==> src/cnmc_pkg.sv <==
// Shared constants for the CAN node mode control pair.
// Assumes both ends run on one 50 MHz clock.
package cnmc_pkg;

  // Operating and requested mode codes
  localparam logic [2:0] MODE_NORMAL = 3'h0;
  localparam logic [2:0] MODE_SLEEP  = 3'h1;
  localparam logic [2:0] MODE_LOOP   = 3'h2;
  localparam logic [2:0] MODE_LISTEN = 3'h3;
  localparam logic [2:0] MODE_CONFIG = 3'h4;

  // Configuration-protected register select codes
  localparam logic [2:0] CFG_SEL_BT1  = 3'h0;
  localparam logic [2:0] CFG_SEL_BT2  = 3'h1;
  localparam logic [2:0] CFG_SEL_BT3  = 3'h2;
  localparam logic [2:0] CFG_SEL_RTS  = 3'h3;
  localparam logic [2:0] CFG_SEL_FILT = 3'h4;
  localparam int         FILT_BYTES   = 4;
  localparam logic [7:0] CFG_RST      = 8'h00;

  // Bus levels
  localparam logic RECESSIVE = 1'b1;

  // Timing
  localparam int CLK_PERIOD_NS = 20;
  localparam int WAKE_FILT_NS  = 500;
  localparam int WAKE_FILT_CYC =
    (WAKE_FILT_NS + CLK_PERIOD_NS - 1) / CLK_PERIOD_NS;
  localparam int OST_CYCLES    = 128;

  function automatic logic mode_valid(input logic [2:0] m);
    return m <= MODE_CONFIG;
  endfunction : mode_valid

endpackage : cnmc_pkg

==> src/cnmc_link_if.sv <==
// Link between host and CAN node: mode request, status, standby pin,
// configuration writes. Both ends sit on the same clock.
`timescale 1ns/1ps
`default_nettype none
interface cnmc_link_if;
  logic       req_wr;
  logic [2:0] req_mode;
  logic [2:0] op_mode;
  logic       standby_select_pin;
  logic       cfg_wr;
  logic [2:0] cfg_sel;
  logic [7:0] cfg_data;

  modport dev (
    input  req_wr, req_mode, standby_select_pin, cfg_wr, cfg_sel, cfg_data,
    output op_mode
  );
  modport host (
    output req_wr, req_mode, standby_select_pin, cfg_wr, cfg_sel, cfg_data,
    input  op_mode
  );
endinterface : cnmc_link_if
`default_nettype wire

==> src/cnmc_device.sv <==
// CAN node end: controller mode sequencing plus transceiver mode.
// Assumes the host end on the link and a protocol engine on the
// user side; the bus pin is asynchronous and is synchronised here.
`timescale 1ns/1ps
`default_nettype none
module cnmc_device
  import cnmc_pkg::*;
#(
  parameter int FILT_CYC = WAKE_FILT_CYC,
  parameter int OST_CYC  = OST_CYCLES
) (
  // Clock and reset
  input  wire logic        CLOCK,
  input  wire logic        SYS_RST,
  // Host link
  cnmc_link_if.dev         LNK,
  // Protocol engine side
  input  wire logic        ENG_TX_BIT,
  input  wire logic        ENG_TX_PEND,
  output logic             ENG_TX_START_OK,
  output logic             ENG_ACK_EN,
  output logic             ENG_RX_BIT,
  output logic             ENG_RX_ALL,
  output logic             ENG_RX_DISCARD,
  output logic             ERR_CLR,
  output logic             OSC_RUN,
  // Protected configuration contents
  output logic [7:0]       CFG_BT1,
  output logic [7:0]       CFG_BT2,
  output logic [7:0]       CFG_BT3,
  output logic [7:0]       CFG_RTS,
  output logic [31:0]      CFG_FILT,
  // CAN bus, open-drain style
  input  wire logic        BUS_RX_I,
  output logic             BUS_TX_O,
  output logic             BUS_TX_OE
);

  typedef struct packed {
    logic [2:0]  op;
    logic [2:0]  req;
    logic        waking;
    logic [7:0]  ost;
    logic [2:0]  bsync;
    logic        bus;
    logic        xrxd;
    logic        xrxd_prev;
    logic        ctrl_tx;
    logic        eng_rx;
    logic        bus_oe;
    logic        tx_ok;
    logic        ack_en;
    logic        rx_all;
    logic        discard;
    logic        err_clr;
    logic        osc_run;
    logic [7:0]  bt1;
    logic [7:0]  bt2;
    logic [7:0]  bt3;
    logic [7:0]  rts;
    logic [31:0] filt;
  } cnmc_dev_t;

  localparam cnmc_dev_t DEV_RST = '{
    op:        MODE_CONFIG,
    req:       MODE_CONFIG,
    bsync:     {3{RECESSIVE}},
    bus:       RECESSIVE,
    xrxd:      RECESSIVE,
    xrxd_prev: RECESSIVE,
    ctrl_tx:   RECESSIVE,
    eng_rx:    RECESSIVE,
    err_clr:   1'b1,
    osc_run:   1'b1,
    bt1:       CFG_RST,
    bt2:       CFG_RST,
    bt3:       CFG_RST,
    rts:       CFG_RST,
    filt:      {FILT_BYTES{CFG_RST}},
    default:   '0
  };

  cnmc_dev_t q;
  cnmc_dev_t d;
  logic      filt_out;

  // Standby receive path sees the bus only through this filter
  cnmc_wake_filter #(
    .N (FILT_CYC)
  ) u_wake_filt (
    .clk     (CLOCK),
    .rst     (SYS_RST),
    .lvl_in  (q.bus),
    .lvl_out (filt_out)
  );

  always_comb begin
    d = q;
    d.err_clr = 1'b0;

    // Bus pin: first stage feeds only the second
    d.bsync = {q.bsync[1:0], BUS_RX_I};
    if (q.bsync[1] == q.bsync[2]) begin
      d.bus = q.bsync[2];
    end

    // Unknown codes are dropped so the request never names a
    // mode the sequencer cannot reach
    if (LNK.req_wr && mode_valid(LNK.req_mode)) begin
      d.req = LNK.req_mode;
    end

    if (q.waking) begin
      // Wake completes after oscillator start-up; host requests
      // made meanwhile are overridden by listen-only
      if (q.ost == 8'(OST_CYC - 1)) begin
        d.waking  = 1'b0;
        d.op      = MODE_LISTEN;
        d.req     = MODE_LISTEN;
        d.discard = 1'b0;
      end else begin
        d.ost = q.ost + 8'h01;
      end
    end else if (q.op == MODE_SLEEP && q.xrxd_prev && !q.xrxd) begin
      // Falling edge on the receive input is bus activity
      d.waking  = 1'b1;
      d.ost     = 8'h00;
      d.discard = 1'b1;
    end else if (q.req != q.op && !ENG_TX_PEND) begin
      d.op = q.req;
      if (q.req == MODE_CONFIG) begin
        d.err_clr = 1'b1;
      end
    end

    // Oscillator runs except in settled sleep
    d.osc_run = (d.op != MODE_SLEEP) || d.waking;

    // Protected registers change only in configuration
    if (LNK.cfg_wr && q.op == MODE_CONFIG) begin
      case (LNK.cfg_sel)
        CFG_SEL_BT1: d.bt1 = LNK.cfg_data;
        CFG_SEL_BT2: d.bt2 = LNK.cfg_data;
        CFG_SEL_BT3: d.bt3 = LNK.cfg_data;
        CFG_SEL_RTS: d.rts = LNK.cfg_data;
        default: begin
          if (LNK.cfg_sel >= CFG_SEL_FILT) begin
            d.filt[8 * (LNK.cfg_sel - CFG_SEL_FILT) +: 8] = LNK.cfg_data;
          end
        end
      endcase
    end

    // Controller side of the link to the transceiver
    d.tx_ok   = q.op == MODE_NORMAL;
    d.ack_en  = q.op == MODE_NORMAL;
    d.rx_all  = q.op == MODE_LISTEN;
    d.ctrl_tx = (q.op == MODE_NORMAL) ? ENG_TX_BIT : RECESSIVE;
    d.eng_rx  = (q.op == MODE_LOOP) ? ENG_TX_BIT : q.xrxd;

    // Transceiver: driver only when standby pin is low
    d.bus_oe    = !LNK.standby_select_pin && (q.ctrl_tx != RECESSIVE);
    d.xrxd      = LNK.standby_select_pin ? filt_out : q.bus;
    d.xrxd_prev = q.xrxd;
  end

  always_ff @(posedge CLOCK) begin
    if (SYS_RST) begin
      q <= DEV_RST;
    end else begin
      q <= d;
    end
  end

  assign LNK.op_mode     = q.op;
  assign ENG_TX_START_OK = q.tx_ok;
  assign ENG_ACK_EN      = q.ack_en;
  assign ENG_RX_BIT      = q.eng_rx;
  assign ENG_RX_ALL      = q.rx_all;
  assign ENG_RX_DISCARD  = q.discard;
  assign ERR_CLR         = q.err_clr;
  assign OSC_RUN         = q.osc_run;
  assign CFG_BT1         = q.bt1;
  assign CFG_BT2         = q.bt2;
  assign CFG_BT3         = q.bt3;
  assign CFG_RTS         = q.rts;
  assign CFG_FILT        = q.filt;
  assign BUS_TX_O        = 1'b0;
  assign BUS_TX_OE       = q.bus_oe;

endmodule : cnmc_device
`default_nettype wire

==> src/cnmc_wake_filter.sv <==
// Wake-up filter: passes a bus level only once it held for N cycles.
// Assumes a synchronised input on the same clock.
`timescale 1ns/1ps
`default_nettype none
module cnmc_wake_filter #(
  parameter int N = 25
) (
  // Clock and reset
  input  wire logic clk,
  input  wire logic rst,
  // Level
  input  wire logic lvl_in,
  output logic      lvl_out
);
  // Idle bus level; declared before the reset value that uses it
  localparam logic RECESSIVE_L = 1'b1;

  typedef struct packed {
    logic       out;
    logic [15:0] cnt;
  } cnmc_filt_t;

  cnmc_filt_t q;
  cnmc_filt_t d;

  always_comb begin
    d = q;
    if (lvl_in == q.out) begin
      d.cnt = '0;
    end else if (q.cnt == 16'(N - 1)) begin
      // Short glitches never reach the output, hence the delay
      d.out = lvl_in;
      d.cnt = '0;
    end else begin
      d.cnt = q.cnt + 16'h0001;
    end
  end

  always_ff @(posedge clk) begin
    if (rst) begin
      q <= '{out: RECESSIVE_L, cnt: 16'h0000};
    end else begin
      q <= d;
    end
  end

  assign lvl_out = q.out;
endmodule : cnmc_wake_filter
`default_nettype wire

==> src/flat_wrapper.sv <==
// flat-port wrapper written by rule: the top's interface ports become plain ports
module cnmc_device_flat import cnmc_pkg::*;
#(
  parameter int FILT_CYC = WAKE_FILT_CYC,
  parameter int OST_CYC  = OST_CYCLES
)
  (CLOCK, SYS_RST, ENG_TX_BIT, ENG_TX_PEND, ENG_TX_START_OK, ENG_ACK_EN, ENG_RX_BIT, ENG_RX_ALL, ENG_RX_DISCARD, ERR_CLR, OSC_RUN, CFG_BT1, CFG_BT2, CFG_BT3, CFG_RTS, CFG_FILT, BUS_RX_I, BUS_TX_O, BUS_TX_OE, LNK_req_wr, LNK_req_mode, LNK_standby_select_pin, LNK_cfg_wr, LNK_cfg_sel, LNK_cfg_data, LNK_op_mode);
  cnmc_link_if LNK_i ();
  input  wire logic CLOCK;
  input  wire logic SYS_RST;
  input  wire logic ENG_TX_BIT;
  input  wire logic ENG_TX_PEND;
  output logic ENG_TX_START_OK;
  output logic ENG_ACK_EN;
  output logic ENG_RX_BIT;
  output logic ENG_RX_ALL;
  output logic ENG_RX_DISCARD;
  output logic ERR_CLR;
  output logic OSC_RUN;
  output logic [7:0] CFG_BT1;
  output logic [7:0] CFG_BT2;
  output logic [7:0] CFG_BT3;
  output logic [7:0] CFG_RTS;
  output logic [31:0] CFG_FILT;
  input  wire logic BUS_RX_I;
  output logic BUS_TX_O;
  output logic BUS_TX_OE;
  input wire logic [$bits(LNK_i.req_wr)-1:0] LNK_req_wr;
  input wire logic [$bits(LNK_i.req_mode)-1:0] LNK_req_mode;
  input wire logic [$bits(LNK_i.standby_select_pin)-1:0] LNK_standby_select_pin;
  input wire logic [$bits(LNK_i.cfg_wr)-1:0] LNK_cfg_wr;
  input wire logic [$bits(LNK_i.cfg_sel)-1:0] LNK_cfg_sel;
  input wire logic [$bits(LNK_i.cfg_data)-1:0] LNK_cfg_data;
  output wire logic [$bits(LNK_i.op_mode)-1:0] LNK_op_mode;
  assign LNK_i.req_wr = LNK_req_wr;
  assign LNK_i.req_mode = LNK_req_mode;
  assign LNK_i.standby_select_pin = LNK_standby_select_pin;
  assign LNK_i.cfg_wr = LNK_cfg_wr;
  assign LNK_i.cfg_sel = LNK_cfg_sel;
  assign LNK_i.cfg_data = LNK_cfg_data;
  assign LNK_op_mode = LNK_i.op_mode;
  cnmc_device #(.FILT_CYC(FILT_CYC), .OST_CYC(OST_CYC)) u_core (.CLOCK(CLOCK), .SYS_RST(SYS_RST), .LNK(LNK_i), .ENG_TX_BIT(ENG_TX_BIT), .ENG_TX_PEND(ENG_TX_PEND), .ENG_TX_START_OK(ENG_TX_START_OK), .ENG_ACK_EN(ENG_ACK_EN), .ENG_RX_BIT(ENG_RX_BIT), .ENG_RX_ALL(ENG_RX_ALL), .ENG_RX_DISCARD(ENG_RX_DISCARD), .ERR_CLR(ERR_CLR), .OSC_RUN(OSC_RUN), .CFG_BT1(CFG_BT1), .CFG_BT2(CFG_BT2), .CFG_BT3(CFG_BT3), .CFG_RTS(CFG_RTS), .CFG_FILT(CFG_FILT), .BUS_RX_I(BUS_RX_I), .BUS_TX_O(BUS_TX_O), .BUS_TX_OE(BUS_TX_OE));
endmodule
==> config.mk <==
export PLATFORM = sky130hd
export DESIGN_NAME = cnmc_device_flat
export DESIGN_NICKNAME = d
export VERILOG_FILES = /design/src/cnmc_pkg.sv /design/src/cnmc_link_if.sv /design/src/cnmc_device.sv /design/src/cnmc_wake_filter.sv /design/src/flat_wrapper.sv
export SDC_FILE = /design/constraint.sdc
export NUM_CORES = 1
export LEC_CHECK = 0
export BUFFER_PORTS_ARGS = -buffer_cell sky130_fd_sc_hd__buf_4
export CAP_MARGIN = 20
export CORE_MARGIN = 5
export CORE_UTILIZATION = 45
export CTS_BUF_LIST = sky130_fd_sc_hd__clkbuf_16
export DETAILED_ROUTE_END_ITERATION = 10
export PLACE_DENSITY = 0.71
export SLEW_MARGIN = 5
export SYNTH_ARGS = -nofsm -noshare
export SYNTH_HDL_FRONTEND = slang
export SYNTH_HIERARCHICAL = 1
export SYNTH_SLANG_ARGS = --single-unit
==> constraint.sdc <==
create_clock -name CLOCK -period 2.6 [get_ports CLOCK]
set_input_delay 0.13 -clock CLOCK [delete_from_list [all_inputs] [get_ports CLOCK]]
set_output_delay 0.13 -clock CLOCK [all_outputs]
set_load 0.02 [all_outputs]
==> impl_metrics.tcl <==
set metrics [dict create \
    status "completed" \
    grt_use_met3_pct 2.90 \
    grt_usage_pct 16.3 \
    gp_congestion 0.841 \
    synth_cells 534 \
    clk_pin_slew_ns 0.07 \
    fin_ws_ns 0.608 \
    cts_tree "done" \
    async_reset_ff_share_pct 0 \
    worst_ep_arrival_time_ns 2.21 \
    required_ns 2.82 \
    avgSynthCellArea_um2 9.48 \
    cts_setup_buffers 0 \
    ys.warnings.count 6 \
    r2r-end "u_core/OSC_RUN" \
    yosysUniqueCellTypes 55 \
    hold_start "LNK_req_mode[1]" \
    start_kind "flop" \
    synthesis.nets 568 \
    vdd_drop_max_mv 0.421 \
    rsz0062_at_grt "no" \
    yosysTopAreaCell "dfxtp_1" \
    clock_sinks 110 \
    clk_latency_ns 0.35 \
    path_delay_family "simple AND/OR/NAND/NOR gates" \
    first_global_vias 3625 \
    area_growth_pct 13.5 \
    ys_ff_latch 110 \
    initial_core_util_pct 46.3 \
    crit_chain "ha_1 > nand2_1 > or4b_2 > a21bo_2 > nand3_1" \
    slew_viol_final 0 \
    yosysSeqAreaShare_pct 43.5 \
    critPathSlowestCell "or4b_2" \
    gr-max-usage-layer "met2" \
    layout_min_cycle_time_ns 1.99 \
    p_leak_nw 2.50 \
    finalHoldViolCount 0 \
    fin_worst_skew_ns 0.00667 \
    antennaDiodeCount 0 \
    vias_per_cell 5.12 \
    worstSetupPathType "reg -> reg" \
    drt-pass1-iter-count 4 \
    wirelength_mm 10.7 \
    synth_edf_count 0 \
    regToRegSetupSlack_ns 0.61 \
    relSlewSlack_pct 57.8 \
    dpl_worst_slack_ns 0.395 \
    drt-initial-drc-count 209 \
    ctsHtreeMaxLevel 3 \
    r2r_cells 5 \
    hold_buffers 3 \
    die_y_um 116 \
    synth_top_area_share_pct 43.5 \
    wire_per_inst_um 15.0 \
    drive_above_1_share_pct 23.9 \
    synth.area.top_cells "dfxtp_1 43%, mux2i_1 12%, buf_4 10%" \
    fin_util_pct 52.6 \
    holdCritPathClass "in -> reg" \
    final_common_cell "dfxtp_1" \
    place_inst 691 \
    cp-end-kind "flop" \
    core_area_mm2 0.0109 \
    nets 599 \
    grt_util_met1_pct 20.2 \
    netlist_area_mm2 0.00506 \
    gr-usage-met2_pct 27.3 \
    grt_pass1_wl_mm 17.6 \
    root_buffer "clkbuf_16" \
    power_density_mw_per_mm2 578 \
    max_slew.worst_pin.slew_ns 0.632 \
    grt.overflow.total 0 \
    cts_resized 0 \
    final_cell_mix "110 x dfxtp_1, 105 x buf_4, 80 x nor2_1" \
    die_w_um 116 \
    ys.flop_type "dfxtp_1" \
    cp_max_fo 8 \
    fmax_ghz 0.502 \
    die-area_mm2 0.0135 \
    grt_max_degree 65 \
    dp_hpwl_mm 7.86 \
    vias 3633 \
    numCtsBuffers 9 \
    holdPathEnd "u_core/q[89]" \
    fin_cells 710 \
    critPathMaxStageDelay_ns 0.72 \
    num_rows 38 \
    rr_startpoint "u_core/q[79]" \
    clockBufferDepth 2 \
    drcViolationCount 0 \
    setup_viol 0 \
    crit_buf_inv 0 \
    whs_path_depth 3 \
    ios 98 \
    period_share_pct 76.6 \
    maxCapViolations 0 \
    portBuffers 96 \
    grt_antenna_before_repair 0 \
    tns_ns 0 \
    ant_nets 0 \
]
==> cell families (layout without fill, tap and decap cells) <==
kind of cell / after synthesis / count (layout) / synth area share (%)
and+or+nand+nor: 192 / 192 / 20.5
DFF: 110 / 110 / 43.5
buffers and inverters: 100 / 136 / 12.9
muxes: 61 / 61 / 12.1
AOI/OAI and AO/OA: 42 / 42 / 5.26
xor gates and xnor gates: 16 / 16 / 2.77
adders and majority gates: 12 / 12 / 2.96
other: 1 / 1 / 0.0740
==> sequential cells by signal (all words and copies together), names as in the netlist, 3 cells and up <==
name	flops
u_core/d	3
u_core/CFG_BT1	8
u_core/CFG_FILT	32
u_core/LNK.op_mode	3
u_core/CFG_BT2	8
u_core/CFG_BT3	8
u_core/u_wake_filt/q	16
u_core/CFG_RTS	8
u_core/q	16
==> worst max path at each step <==
stage	from	endpoint	slack, ns	cells after the start
after global placement	LNK_cfg_sel[0]	u_core/CFG_FILT[31]	0.50	9
after CTS	u_core/q[79]	u_core/OSC_RUN	0.62	5
after floorplan	LNK_cfg_sel[0]	u_core/CFG_FILT[10]	0.59	7
after detailed placement	LNK_cfg_sel[0]	u_core/CFG_FILT[12]	0.39	9
after global routing	u_core/q[79]	u_core/OSC_RUN	0.52	5
final	u_core/q[79]	u_core/OSC_RUN	0.61	5
==> tightest hold or removal path, stage by stage <==
cell     delay [ns]
buf_4          0.08
mux2i_1        0.05
a21oi_1        0.12
==> Yosys cell counts (2+ instances only) <==
master,n
xor2_1,7
a211o_1,3
nor4_4,3
nand2_1,21
buf_2,3
and4_1,2
nand2b_1,7
buf_6,2
or4_1,2
buf_4,69
and2_1,9
nor4_1,5
a21oi_1,22
nor3_1,6
or2_2,5
nor2_1,80
dfxtp_1,110
o31ai_1,2
a31o_2,2
mux2i_1,60
nor2b_1,3
nand4_1,6
xnor2_1,9
nor4bb_1,2
nand3_1,22
inv_1,12
clkbuf_1,14
nand4bb_1,2
ha_1,12
nand3b_1,2
nor3b_1,2
o21ai_0,2
and3_1,4
==> report_power, final <==
part           internal, mW  leakage, nW  switching, mW
logic                0.0969         1.47          0.135
registers              1.70        0.889         0.0167
clock network         0.751        0.141          0.621
==> cell type report <==
class	count	area (um^2)
fillers	1002	5190
multi-input cells	324	2210
clock inverters	7	73.8
repair buffers	108	818
well taps	140	175
flip-flops and latches	110	2200
inverters	12	45.0
clock buffers	9	225
==> metal layers <==
layer | vias up | part of all wire, %
met1 | 1711 | 43
met5 | - | 0
li1 | 1800 | -
met3 | 19 | 6.8
met4 | 0 | 1.8
met2 | 103 | 48
==> metrics by stage <==
step | instance area [um^2] | power [mW] | hold slack, ns
3_5_place_dp | 5420 | 1.99 | 0.321
3_3_place_gp | 5420 | 1.99 | 0.320
5_1_grt | 5750 | 3.45 | 0.0857
2_1_floorplan | 5060 | 1.91 | 0.207
6_report | 5750 | 3.33 | 0.0768
4_1_cts | 5750 | 3.36 | 0.0693
Power figures use the tool's default switching activity.
